[src/rtl/strength_cfg.svh]
// register map, field positions, reset values and timing for the strength block
// Function
// Mode field 011 enables receive operation
// IF gain -13.5 to 0 dB, 4.5 dB steps
// Gain field resets to 0 dB
// Passive filter field sets single-sided bandwidth
// Enable bit picks low-pass or polyphase filter
// Cutoff field sets active filter cutoff
// Centre field sets polyphase centre frequency
// Software programs 100 kHz centre for OOK
// OOK: sample I/Q 16 times per IF2 period
// FSK: sample I/Q 16 times per deviation period
// Average over sliding window of 16 samples
// Strength register refreshed at the sampling rate
// Strength quantised at 0.5 dB per step
// Software keeps deviation setting consistent
// Strength above threshold sets interrupt status
// Status stays set until written with one
// Two routing bits steer interrupt to pins
// Software sets deviation 00000011 for OOK
// Compare each update; below-threshold never clears status
`ifndef STRENGTH_CFG_SVH
`define STRENGTH_CFG_SVH

// ----------------------------------------------------------------
// register byte offsets
// ----------------------------------------------------------------
`define OFS_CONTROL 8'h00
`define OFS_FILTER 8'h04
`define OFS_DEVIATION 8'h08
`define OFS_THRESHOLD 8'h0C
`define OFS_STRENGTH 8'h10
`define OFS_IRQ_STATUS 8'h14
`define OFS_IRQ_MASK 8'h18
`define OFS_IRQ_ROUTE 8'h1C

// ----------------------------------------------------------------
// field positions
// ----------------------------------------------------------------
`define MODE_LSB 0
`define GAIN_LSB 4
`define CPLX_EN_BIT 6
`define PASSIVE_LSB 0
`define CUTOFF_LSB 4
`define CENTRE_LSB 8
`define STRENGTH_IRQ_BIT 0
`define ROUTE_PIN0_BIT 0
`define ROUTE_PIN1_BIT 1

// ----------------------------------------------------------------
// codes and reset values
// ----------------------------------------------------------------
`define MODE_RECEIVE 3'h3
`define MODE_RESET 3'h1
`define GAIN_RESET 2'h0
`define GAIN_STEP_HALF_DB 8'h09
`define DEVIATION_RESET 8'h03
`define THRESHOLD_RESET 8'h00
`define FILTER_RESET 12'h000

// ----------------------------------------------------------------
// timing: deviation unit and sampling rate
// ----------------------------------------------------------------
`define CLK_HZ 125000000
`define DEV_UNIT_HZ 25000
`define SAMPLES_PER_PERIOD 16
`define WINDOW_LEN 16
`define WINDOW_SHIFT 4

`endif

[src/rtl/strength_pkg.sv]
// types shared by the strength block modules
package strength_pkg;
  typedef logic [7:0] level_type;          // half-dB level
  typedef logic [31:0] word_type;          // bus data word
  typedef logic [7:0] addr_type;           // bus byte address
  typedef enum {WR_IDLE, WR_RESP} wr_state_type;
  typedef enum {RD_IDLE, RD_DATA} rd_state_type;
  typedef enum {SEL_CONTROL, SEL_FILTER, SEL_DEVIATION, SEL_THRESHOLD,
                SEL_STRENGTH, SEL_IRQ_STATUS, SEL_IRQ_MASK, SEL_IRQ_ROUTE,
                SEL_NONE} reg_sel_type;
endpackage

[src/rtl/strength_if.sv]
// link between the sampler and the sliding-window averager
`timescale 1ns/1ps
interface strength_if;
  logic flush;                         // empty the window
  logic sample_valid;                  // one new sample
  strength_pkg::level_type sample;     // combined I/Q level
  logic avg_valid;                     // one new average
  strength_pkg::level_type avg;        // window mean
  modport sampler (output flush, output sample_valid, output sample,
                   input avg_valid, input avg);
  modport averager (input flush, input sample_valid, input sample,
                    output avg_valid, output avg);
endinterface

[src/rtl/strength_avg.sv]
// sliding-window mean of the last sixteen strength samples
`timescale 1ns/1ps
`include "strength_cfg.svh"
module strength_avg (
  input wire logic aclk,
  input wire logic aresetn,
  strength_if.averager link
);
  import strength_pkg::*;

  level_type window [`WINDOW_LEN];     // most recent samples
  logic [3:0] ptr;                     // oldest entry
  logic [11:0] sum;                    // running window total
  logic [11:0] next_sum;

  // ----------------------------------------------------------------
  // running total: drop the oldest, add the newest
  // ----------------------------------------------------------------
  always_comb begin
    next_sum = sum - {4'h0, window[ptr]} + {4'h0, link.sample};
  end

  // window store; flush clears it so stale samples never leak in
  always_ff @(posedge aclk) begin
    if (!aresetn || link.flush) begin
      for (int k = 0; k < `WINDOW_LEN; k++) begin
        window[k] <= 8'h00;
      end
      ptr <= 4'h0;
      sum <= 12'h000;
    end else if (link.sample_valid) begin
      window[ptr] <= link.sample;
      ptr <= ptr + 4'h1;
      sum <= next_sum;
    end
  end

  // one average per sample, so the output rate equals the sample rate
  always_ff @(posedge aclk) begin
    if (!aresetn || link.flush) begin
      link.avg_valid <= 1'b0;
      link.avg <= 8'h00;
    end else begin
      link.avg_valid <= link.sample_valid;
      if (link.sample_valid) begin
        link.avg <= next_sum[11:`WINDOW_SHIFT];
      end
    end
  end
endmodule

[src/rtl/rx_signal_strength_irq.sv]
// receiver control and signal-strength measurement with interrupt
//
// Added by the designer: register access over AXI4-Lite and the register offsets.
`timescale 1ns/1ps
`include "strength_cfg.svh"
module rx_signal_strength_irq (
  input wire logic aclk,
  input wire logic aresetn,
  // axi4-lite write address
  input wire strength_pkg::addr_type awaddr,
  input wire logic awvalid,
  output logic awready,
  // axi4-lite write data
  input wire strength_pkg::word_type wdata,
  input wire logic [3:0] wstrb,
  input wire logic wvalid,
  output logic wready,
  // axi4-lite write response
  output logic [1:0] bresp,
  output logic bvalid,
  input wire logic bready,
  // axi4-lite read address
  input wire strength_pkg::addr_type araddr,
  input wire logic arvalid,
  output logic arready,
  // axi4-lite read data
  output strength_pkg::word_type rdata,
  output logic [1:0] rresp,
  output logic rvalid,
  input wire logic rready,
  // levels of the I and Q amplifier chains, half-dB units
  input wire strength_pkg::level_type i_level,
  input wire strength_pkg::level_type q_level,
  // analog front-end controls
  output logic rx_enable,
  output logic [1:0] intermediate_gain_sel,
  output logic [3:0] passive_filter_bw,
  output logic [3:0] active_filter_cutoff,
  output logic complex_filter_enable,
  output logic [3:0] complex_filter_centre,
  // interrupts
  output logic strength_irq,
  output logic interrupt_pin_a,
  output logic interrupt_pin_b
);
  import strength_pkg::*;

  // ----------------------------------------------------------------
  // constants
  // ----------------------------------------------------------------
  localparam logic [1:0] RESP_OKAY = 2'h0;
  localparam logic [1:0] RESP_SLVERR = 2'h2;
  // accumulator step for one deviation unit at sixteen samples a period
  localparam logic [63:0] STEP_WIDE =
    ((64'd1 << 32) * `SAMPLES_PER_PERIOD * `DEV_UNIT_HZ) / `CLK_HZ;
  localparam logic [31:0] STEP_UNIT = STEP_WIDE[31:0];

  // ----------------------------------------------------------------
  // helper functions
  // ----------------------------------------------------------------
  // address decode, shared by the write and read paths
  function automatic reg_sel_type decode(input addr_type a);
    reg_sel_type s;
    s = SEL_NONE;
    if (a == `OFS_CONTROL) begin
      s = SEL_CONTROL;
    end else if (a == `OFS_FILTER) begin
      s = SEL_FILTER;
    end else if (a == `OFS_DEVIATION) begin
      s = SEL_DEVIATION;
    end else if (a == `OFS_THRESHOLD) begin
      s = SEL_THRESHOLD;
    end else if (a == `OFS_STRENGTH) begin
      s = SEL_STRENGTH;
    end else if (a == `OFS_IRQ_STATUS) begin
      s = SEL_IRQ_STATUS;
    end else if (a == `OFS_IRQ_MASK) begin
      s = SEL_IRQ_MASK;
    end else if (a == `OFS_IRQ_ROUTE) begin
      s = SEL_IRQ_ROUTE;
    end
    return s;
  endfunction

  // merge written bytes into an old word by strobe
  function automatic word_type merge(input word_type old, input word_type nw,
                                     input logic [3:0] strb);
    word_type m;
    m = old;
    for (int b = 0; b < 4; b++) begin
      if (strb[b]) begin
        m[b*8 +: 8] = nw[b*8 +: 8];
      end
    end
    return m;
  endfunction

  // ----------------------------------------------------------------
  // register state
  // ----------------------------------------------------------------
  logic [2:0] operating_mode_sel;      // chip mode
  logic [7:0] deviation_setting;       // deviation minus one, 25 kHz units
  level_type strength_threshold;       // interrupt threshold
  level_type strength_value;           // published strength
  logic strength_irq_status;           // sticky, write one to clear
  logic strength_irq_mask;             // one passes the event
  logic irq_route_pin0;                // steer to pin a
  logic irq_route_pin1;                // steer to pin b

  // ----------------------------------------------------------------
  // write channel
  // ----------------------------------------------------------------
  wr_state_type wr_state;
  addr_type aw_addr;                   // latched write address
  logic aw_held;                       // address taken, waiting for data
  word_type w_data;                    // latched write data
  logic [3:0] w_strb;
  logic w_held;                        // data taken, waiting for address
  logic wr_fire;                       // one-cycle register update
  reg_sel_type wr_sel;
  word_type wr_word;                   // merged value for the target

  // address and data are taken independently, in either order
  assign awready = !aw_held && (wr_state == WR_IDLE);
  assign wready = !w_held && (wr_state == WR_IDLE);
  assign wr_fire = aw_held && w_held && (wr_state == WR_IDLE);
  assign wr_sel = decode(aw_addr);

  // latch the address beat
  always_ff @(posedge aclk) begin
    if (!aresetn) begin
      aw_held <= 1'b0;
      aw_addr <= 8'h00;
    end else if (awvalid && awready) begin
      aw_held <= 1'b1;
      aw_addr <= awaddr;
    end else if (wr_fire) begin
      aw_held <= 1'b0;
    end
  end

  // latch the data beat
  always_ff @(posedge aclk) begin
    if (!aresetn) begin
      w_held <= 1'b0;
      w_data <= 32'h00000000;
      w_strb <= 4'h0;
    end else if (wvalid && wready) begin
      w_held <= 1'b1;
      w_data <= wdata;
      w_strb <= wstrb;
    end else if (wr_fire) begin
      w_held <= 1'b0;
    end
  end

  // response: two cycles after both beats, held until bready
  always_ff @(posedge aclk) begin
    if (!aresetn) begin
      wr_state <= WR_IDLE;
      bvalid <= 1'b0;
      bresp <= RESP_OKAY;
    end else begin
      case (wr_state)
        WR_IDLE: begin
          if (wr_fire) begin
            wr_state <= WR_RESP;
            bvalid <= 1'b1;
            // unmapped offsets answer slave error and change nothing
            bresp <= (wr_sel == SEL_NONE) ? RESP_SLVERR : RESP_OKAY;
          end
        end
        WR_RESP: begin
          if (bready) begin
            wr_state <= WR_IDLE;
            bvalid <= 1'b0;
          end
        end
        default: begin
          wr_state <= WR_IDLE;
        end
      endcase
    end
  end

  // ----------------------------------------------------------------
  // control and configuration registers
  // ----------------------------------------------------------------
  always_comb begin
    wr_word = merge(32'h00000000, w_data, w_strb);
    case (wr_sel)
      SEL_CONTROL: begin
        wr_word = merge({25'h0, complex_filter_enable, intermediate_gain_sel,
                         1'b0, operating_mode_sel}, w_data, w_strb);
      end
      SEL_FILTER: begin
        wr_word = merge({20'h0, complex_filter_centre, active_filter_cutoff,
                         passive_filter_bw}, w_data, w_strb);
      end
      default: begin
        wr_word = merge(32'h00000000, w_data, w_strb);
      end
    endcase
  end

  // mode, gain and filter enable
  always_ff @(posedge aclk) begin
    if (!aresetn) begin
      operating_mode_sel <= `MODE_RESET;
      intermediate_gain_sel <= `GAIN_RESET;
      complex_filter_enable <= 1'b0;
    end else if (wr_fire && wr_sel == SEL_CONTROL) begin
      operating_mode_sel <= wr_word[`MODE_LSB +: 3];
      intermediate_gain_sel <= wr_word[`GAIN_LSB +: 2];
      complex_filter_enable <= wr_word[`CPLX_EN_BIT];
    end
  end

  // receive enable follows the mode code directly
  assign rx_enable = (operating_mode_sel == `MODE_RECEIVE);

  // channel filter settings go straight to the analog filters
  always_ff @(posedge aclk) begin
    if (!aresetn) begin
      passive_filter_bw <= 4'(`FILTER_RESET >> `PASSIVE_LSB);
      active_filter_cutoff <= 4'(`FILTER_RESET >> `CUTOFF_LSB);
      complex_filter_centre <= 4'(`FILTER_RESET >> `CENTRE_LSB);
    end else if (wr_fire && wr_sel == SEL_FILTER) begin
      passive_filter_bw <= wr_word[`PASSIVE_LSB +: 4];
      active_filter_cutoff <= wr_word[`CUTOFF_LSB +: 4];
      complex_filter_centre <= wr_word[`CENTRE_LSB +: 4];
    end
  end

  // deviation, threshold, mask and routing
  always_ff @(posedge aclk) begin
    if (!aresetn) begin
      deviation_setting <= `DEVIATION_RESET;
      strength_threshold <= `THRESHOLD_RESET;
      strength_irq_mask <= 1'b0;
      irq_route_pin0 <= 1'b0;
      irq_route_pin1 <= 1'b0;
    end else if (wr_fire) begin
      if (wr_sel == SEL_DEVIATION) begin
        deviation_setting <= wr_word[7:0];
      end else if (wr_sel == SEL_THRESHOLD) begin
        strength_threshold <= wr_word[7:0];
      end else if (wr_sel == SEL_IRQ_MASK) begin
        strength_irq_mask <= wr_word[`STRENGTH_IRQ_BIT];
      end else if (wr_sel == SEL_IRQ_ROUTE) begin
        irq_route_pin0 <= wr_word[`ROUTE_PIN0_BIT];
        irq_route_pin1 <= wr_word[`ROUTE_PIN1_BIT];
      end
    end
  end

  // ----------------------------------------------------------------
  // sampling clock from the deviation setting
  // ----------------------------------------------------------------
  // one accumulator serves both keying modes: in on-off keying the
  // deviation is expected to equal the second IF, so the same rate works
  logic [31:0] phase_acc;              // fractional sample phase
  logic [40:0] step_prod;              // step for this deviation
  logic [32:0] phase_sum;              // carry marks a sample instant
  strength_if link ();

  assign step_prod = {1'b0, STEP_UNIT} * ({1'b0, deviation_setting} + 9'h001);
  assign phase_sum = {1'b0, phase_acc} + {1'b0, step_prod[31:0]};

  // phase accumulator runs only while receiving
  always_ff @(posedge aclk) begin
    if (!aresetn || !rx_enable) begin
      phase_acc <= 32'h00000000;
    end else begin
      phase_acc <= phase_sum[31:0];
    end
  end

  // ----------------------------------------------------------------
  // sample capture: mean of the I and Q levels
  // ----------------------------------------------------------------
  logic [8:0] iq_sum;
  assign iq_sum = {1'b0, i_level} + {1'b0, q_level};

  // sixteen captures per deviation period
  always_ff @(posedge aclk) begin
    if (!aresetn) begin
      link.sample_valid <= 1'b0;
      link.sample <= 8'h00;
    end else begin
      link.sample_valid <= rx_enable && phase_sum[32];
      if (phase_sum[32]) begin
        link.sample <= iq_sum[8:1];
      end
    end
  end

  // leaving receive empties the window so a restart begins clean
  assign link.flush = !rx_enable;

  strength_avg averager (
    .aclk(aclk),
    .aresetn(aresetn),
    .link(link)
  );

  // ----------------------------------------------------------------
  // published strength with gain compensation
  // ----------------------------------------------------------------
  // each gain step removes 4.5 dB, i.e. nine half-dB counts; adding them
  // back keeps the reading referred to the input, saturating at full scale
  logic [9:0] comp_sum;
  level_type next_strength;

  assign comp_sum = {2'h0, link.avg} +
                    {2'h0, `GAIN_STEP_HALF_DB} * {8'h00, intermediate_gain_sel};
  assign next_strength = (comp_sum > 10'h0FF) ? 8'hFF : comp_sum[7:0];

  // refreshed on every new average
  always_ff @(posedge aclk) begin
    if (!aresetn) begin
      strength_value <= 8'h00;
    end else if (link.avg_valid) begin
      strength_value <= next_strength;
    end
  end

  // ----------------------------------------------------------------
  // threshold interrupt
  // ----------------------------------------------------------------
  logic strength_event;                // update above threshold
  logic status_clear;                  // software writes one

  assign strength_event = link.avg_valid &&
                          (next_strength > strength_threshold);
  assign status_clear = wr_fire && (wr_sel == SEL_IRQ_STATUS) &&
                        wr_word[`STRENGTH_IRQ_BIT];

  // a new event in the clearing cycle wins so no crossing is lost;
  // values below the threshold never clear the bit
  always_ff @(posedge aclk) begin
    if (!aresetn) begin
      strength_irq_status <= 1'b0;
    end else if (strength_event) begin
      strength_irq_status <= 1'b1;
    end else if (status_clear) begin
      strength_irq_status <= 1'b0;
    end
  end

  // level interrupt while the unmasked status is set
  assign strength_irq = strength_irq_status && strength_irq_mask;

  // steer the interrupt onto either pin
  logic [1:0] route_bits;
  logic [1:0] pin_out;
  assign route_bits = {irq_route_pin1, irq_route_pin0};

  for (genvar p = 0; p < 2; p++) begin : g_pin
    assign pin_out[p] = strength_irq && route_bits[p];
  end

  assign interrupt_pin_a = pin_out[0];
  assign interrupt_pin_b = pin_out[1];

  // ----------------------------------------------------------------
  // read channel
  // ----------------------------------------------------------------
  rd_state_type rd_state;
  reg_sel_type rd_sel;
  word_type rd_word;

  assign arready = (rd_state == RD_IDLE);
  assign rd_sel = decode(araddr);

  // read mux; reserved bits read zero
  always_comb begin
    rd_word = 32'h00000000;
    case (rd_sel)
      SEL_CONTROL: begin
        rd_word = {25'h0, complex_filter_enable, intermediate_gain_sel,
                   1'b0, operating_mode_sel};
      end
      SEL_FILTER: begin
        rd_word = {20'h0, complex_filter_centre, active_filter_cutoff,
                   passive_filter_bw};
      end
      SEL_DEVIATION: begin
        rd_word = {24'h0, deviation_setting};
      end
      SEL_THRESHOLD: begin
        rd_word = {24'h0, strength_threshold};
      end
      SEL_STRENGTH: begin
        rd_word = {24'h0, strength_value};
      end
      SEL_IRQ_STATUS: begin
        rd_word = {31'h0, strength_irq_status};
      end
      SEL_IRQ_MASK: begin
        rd_word = {31'h0, strength_irq_mask};
      end
      SEL_IRQ_ROUTE: begin
        rd_word = {30'h0, irq_route_pin1, irq_route_pin0};
      end
      default: begin
        rd_word = 32'h00000000;
      end
    endcase
  end

  // data one cycle after the address, held until rready
  always_ff @(posedge aclk) begin
    if (!aresetn) begin
      rd_state <= RD_IDLE;
      rvalid <= 1'b0;
      rdata <= 32'h00000000;
      rresp <= RESP_OKAY;
    end else begin
      case (rd_state)
        RD_IDLE: begin
          if (arvalid) begin
            rd_state <= RD_DATA;
            rvalid <= 1'b1;
            rdata <= rd_word;
            rresp <= (rd_sel == SEL_NONE) ? RESP_SLVERR : RESP_OKAY;
          end
        end
        RD_DATA: begin
          if (rready) begin
            rd_state <= RD_IDLE;
            rvalid <= 1'b0;
          end
        end
        default: begin
          rd_state <= RD_IDLE;
        end
      endcase
    end
  end
endmodule

[config.mk]
export PLATFORM = sky130hd
export DESIGN_NAME = rx_signal_strength_irq
export DESIGN_NICKNAME = d
export VERILOG_FILES = /design/src/rtl/strength_pkg.sv /design/src/rtl/strength_if.sv /design/src/rtl/strength_avg.sv /design/src/rtl/rx_signal_strength_irq.sv
export VERILOG_INCLUDE_DIRS = /design/src /design/src/rtl
export SDC_FILE = /design/constraint.sdc
export NUM_CORES = 1
export LEC_CHECK = 0
export ABC_CLOCK_PERIOD_IN_PS = 9000
export BUFFER_PORTS_ARGS = -buffer_cell sky130_fd_sc_hd__buf_2
export CORE_MARGIN = 3
export CORE_UTILIZATION = 40
export DETAILED_ROUTE_END_ITERATION = 7
export GPL_ROUTABILITY_DRIVEN = 1
export PLACE_DENSITY = 0.63
export SETUP_SLACK_MARGIN = 0.4
export SKIP_LAST_GASP = 1
export SLEW_MARGIN = 20
export SYNTH_ARGS = -nofsm -noshare
export SYNTH_HDL_FRONTEND = slang
export SYNTH_HIERARCHICAL = 1
export SYNTH_SLANG_ARGS = --single-unit
[constraint.sdc]
create_clock -name aclk -period 9 [get_ports aclk]
set_clock_uncertainty 0.15 [all_clocks]
set_input_delay 1.35 -clock aclk [delete_from_list [all_inputs] [get_ports aclk]]
set_output_delay 1.35 -clock aclk [all_outputs]
set_load 0.03 [all_outputs]
==> summary.md <==
| Metric | Value |
|---|---|
| Outcome | `finished, final reports clean` |
| WHS Endpoint | `w_data[0]$_SDFFE_PN0P_` |
| Layout cells sized above 1 | `10.27%` |
| Crit path launch type | `flip-flop` |
| Global-route wire length before repair | `76,200 µm` |
| Combinational Power Share | `6.2%` |
| Post-DR wirelength/cell | `17.90 µm` |
| Synth Area in Compound Gates | `13.44%` |
| Period minus WS final | `8.006 ns` |
| Worst vdd ir | `0.0001363 V` |
| Post-DP HPWL | `34,100 µm` |
| Critical path arrival | `8.36 ns` |
| Share of total power in the clock network | `45.6%` |
| Most frequent cells in the layout | `181 x inv_1, 172 x nand2_1, 147 x ha_1` |
| Hold Buf Count CTS | `0` |
| Crit end category | `flip-flop` |
| DIE HEIGHT | `223.6 µm` |
| DRT Wirelength | `46,960 µm` |
| Initial core utilization | `40.59%` |
| Ys Warns | `6` |
| Fmax | `0.1249 GHz` |
| Switching part of the total | `24.10%` |
| Clk Latency, worst-skew pair | `0.59 ns` |
| Vias | `14,429` |
| Synth Area in XOR/XNOR | `2.914%` |
| # DRC | `0` |
| Worst min-delay path class | `flip-flop to flip-flop` |
| Count of different cell masters after synthesis | `85` |
| RSZ-0062 raised after global routing | `false` |
| Post-synthesis adder-cell area fraction | `17.22%` |
| HP Start | `w_data[0]$_SDFFE_PN0P_` |
| Final Setup Violations | `0` |
| Cell total after placement | `2,565` |
| Crit path max fanout | `9` |
| Die ar. | `0.04999 mm²` |
| Worst-margin pin slew | `1.001 ns` |
| Routability cong. | `0.8459` |
| Number of synthesized flops with an enable pin | `128` |
| CTS tree | `built` |
| PostCTS Resize Cnt | `0` |
| Root Buffer | `clkbuf_16` |
| Pwr dens | `131.6 mW/mm²` |
| Clock slew at reported path FFs | `0.06 ns` |
| Most common cell after layout, fill and taps aside | `inv_1` |
| Gate count of the mapped netlist | `1,951` |
| Max-Slew Margin vs Limit | `33.02%` |
| Reg power frac | `48.3%` |
| Remaining antenna violation count | `0` |
| Seq/Total Area, Yosys | `35.94%` |
| Largest net degree at the start of global routing | `70` |
| TritonCTS Buffers | `31` |
| R2R cell count | `26` |
| Core Rows | `79` |
| Ports | `135` |
| Layout area overhead | `9.758%` |
| GR Util All Layers | `18.69%` |
| Largest family of logic cells by synthesized area | `adder cells` |
| Register-to-register setup slack | `0.99 ns` |
| Antenna cells | `0` |
| Synth Area in Simple Gates | `15.49%` |
| Congestion Overflow GR | `0` |
| # Max-Cap Violations | `0` |
| Internal | `2076 µW` |
| Synthesized flop and latch total | `276` |
| Leakage | `0.009014 µW` |
| Reg2reg end | `link.sample[3]$_SDFFE_PN0P_` |
| Mux cell area share after synthesis | `7.710%` |
| Asr flop ratio synth | `0%` |
| Main synth FF type | `dfxtp_1` |
| Mapped Area | `0.01894 mm²` |
| Fill count | `4,481` |
| Setup tns final | `0 ns` |
| Post-Layout Cell Count | `2,623` |
| Core area | `0.04665 mm²` |
| Port Buf Inserts | `90` |
| DRT Pass-1 Iters | `7` |
| R2r startpoint | `deviation_setting[1]$_SDFFE_PN1P_` |
| H-Tree Depth | `1` |
| Vias in the first global route | `14,278` |
| Max-slew violations | `0` |
| Antenna violations before repair | `0` |
| Psw | `659.4 µW` |
| Post-layout nets | `2,284` |
| Number of setup buffers added after CTS | `0` |
| Clk sinks | `276` |
| Drt initial violations | `1,017` |
| Fin crit share | `88.95%` |
| Die W | `223.6 µm` |
| Final hold violation count | `0` |
| CP Class | `flip-flop to flip-flop` |
| WHS Path Cells | `2` |
| Mean Syn Cell Area | `9.707 µm²` |
| Vias per cell | `5.501` |
| Worst Path Required | `9.35 ns` |
| Max Buffers Root-to-Sink | `3` |
-- state kept, by name, summed over array words and instances, names as in the netlist, 4 cells and up, named ones only --
name and cells:
aw_addr 8, strength_threshold 8, averager/ptr 4, link.sample 8
strength_value 8, deviation_setting 8, passive_filter_bw 4, averager/window 128
rdata 12, w_data 12, active_filter_cutoff 4, phase_acc 32
complex_filter_centre 4, averager/sum 12
-- worst max-delay path, stage by stage, from the launching register on --
cell      delay, ns
dfxtp_1        0.53
ha_1           0.26
nand3_1        0.12
nor2_1         0.18
xor2_1         0.55
inv_1          0.12
fa_1           0.46
fa_1           0.48
fa_1           0.52
inv_1          0.06
fa_1           0.48
ha_1           0.38
nand2_1        0.08
a2111o_1       0.39
and4b_1        0.22
o31ai_2        0.32
a221oi_1       0.21
o31ai_1        0.28
xnor2_1        0.20
ha_1           0.32
a21o_1         0.19
a21o_1         0.17
a21o_1         0.19
o21ai_0        0.19
a21oi_1        0.23
nor2_2         0.38
mux2i_1        0.25
-- layer usage --
layer	global-route usage, %	up-vias	part of all wire [%]
met1	26.04	6989	46
met5	0	-	0
li1	-	6999	-
met4	4.684	0	2.2
met2	31.50	369	47
met3	1.874	72	4.5
-- cell type report --
type	instances	area, µm²	share of cell area [%]
Clock buffer	42	867.1	4.171
Sequential cell	276	6812	32.77
Tap cell	607	759.5	3.654
Clock inverter	16	135.1	0.6501
Multi-Input combinational cell	1376	10850	52.20
Inverter	189	709.4	3.413
Timing Repair Buffer	117	653.1	3.142
-- worst max-delay path by stage --
stage	slack, ns	cells after the start	start	endpoint
6_report	0.99	26	deviation_setting[1]$_SDFFE_PN1P_	link.sample[3]$_SDFFE_PN0P_
5_1_grt	0.45	26	deviation_setting[1]$_SDFFE_PN1P_	link.sample[3]$_SDFFE_PN0P_
4_1_cts	1.00	26	deviation_setting[1]$_SDFFE_PN1P_	link.sample[3]$_SDFFE_PN0P_
3_5_place_dp	1.06	26	deviation_setting[1]$_SDFFE_PN1P_	link.sample[3]$_SDFFE_PN0P_
3_3_place_gp	1.18	26	deviation_setting[1]$_SDFFE_PN1P_	link.sample[5]$_SDFFE_PN0P_
2_1_floorplan	1.97	28	deviation_setting[0]$_SDFFE_PN1P_	link.sample[6]$_SDFFE_PN0P_
-- power groups by stage --
stage | Sequential [µW] | Combinational [µW] | Clock (µW)
3_3_place_gp | 1350 | 164 | 0
4_1_cts | 1320 | 168 | 1270
3_5_place_dp | 1350 | 167 | 0
6_report | 1320 | 169 | 1250
5_1_grt | 1320 | 188 | 1320
2_1_floorplan | 1350 | 125 | 0
-- synthesized netlist by cell type (all sizes together), types with 8 or more instances --
| library cell | n | area, µm² |
|---|---|---|
| edfxtp | 128 | 3844 |
| a21oi | 104 | 520.5 |
| a22oi | 8 | 60.06 |
| a21o | 41 | 307.8 |
| mux4 | 40 | 991.0 |
| nor2 | 107 | 406.6 |
| inv | 181 | 679.4 |
| fa | 71 | 1421 |
| xnor2 | 40 | 350.3 |
| nand2 | 174 | 653.1 |
| nor3 | 116 | 580.6 |
| o211ai | 11 | 82.58 |
| nor3b | 11 | 82.58 |
| a31oi | 12 | 75.07 |
| or3 | 8 | 50.05 |
| xor2 | 23 | 201.4 |
| nand4 | 18 | 112.6 |
| o21a | 13 | 97.59 |
| mux2i | 39 | 390.4 |
| clkinv | 8 | 30.03 |
| nand3 | 37 | 185.2 |
| buf | 55 | 380.4 |
| ha | 147 | 1839 |
| and3 | 17 | 106.4 |
| nand2b | 14 | 87.58 |
| nand3b | 9 | 67.56 |
| dfxtp | 148 | 2963 |
| nor4 | 35 | 249.0 |
| nor2b | 22 | 137.6 |
| o21ai | 89 | 445.4 |
| a211oi | 24 | 202.7 |
| clkbuf | 76 | 285.3 |
| and2 | 15 | 93.84 |
| a21boi | 22 | 165.2 |
-- logic make-up after synthesis --
| logic type | Yosys count |
|---|---|
| simple gates | 598 |
| compound gates | 389 |
| buf+inv | 320 |
| flops | 276 |
| fa+ha+maj | 218 |
| mux | 86 |
| xor+xnor | 63 |
| other cells | 1 |
-- metrics by stage --
step                area, µm²  util [%]  total power (µW)  worst slack [ns]  hold WS [ns]
floorplan               19020         -              1476             1.974        0.2810
global placement        19780     42.39              1511             1.179        0.2927
detailed placement      19780     42.39              1515             1.063        0.2972
CTS                     20780     44.54              2758             1.003        0.3057
global route            20790     44.55              2831            0.4481        0.3270
finish                  20790     44.55              2736            0.9941        0.3035
Note: power is estimated with default switching activity, not from simulation.
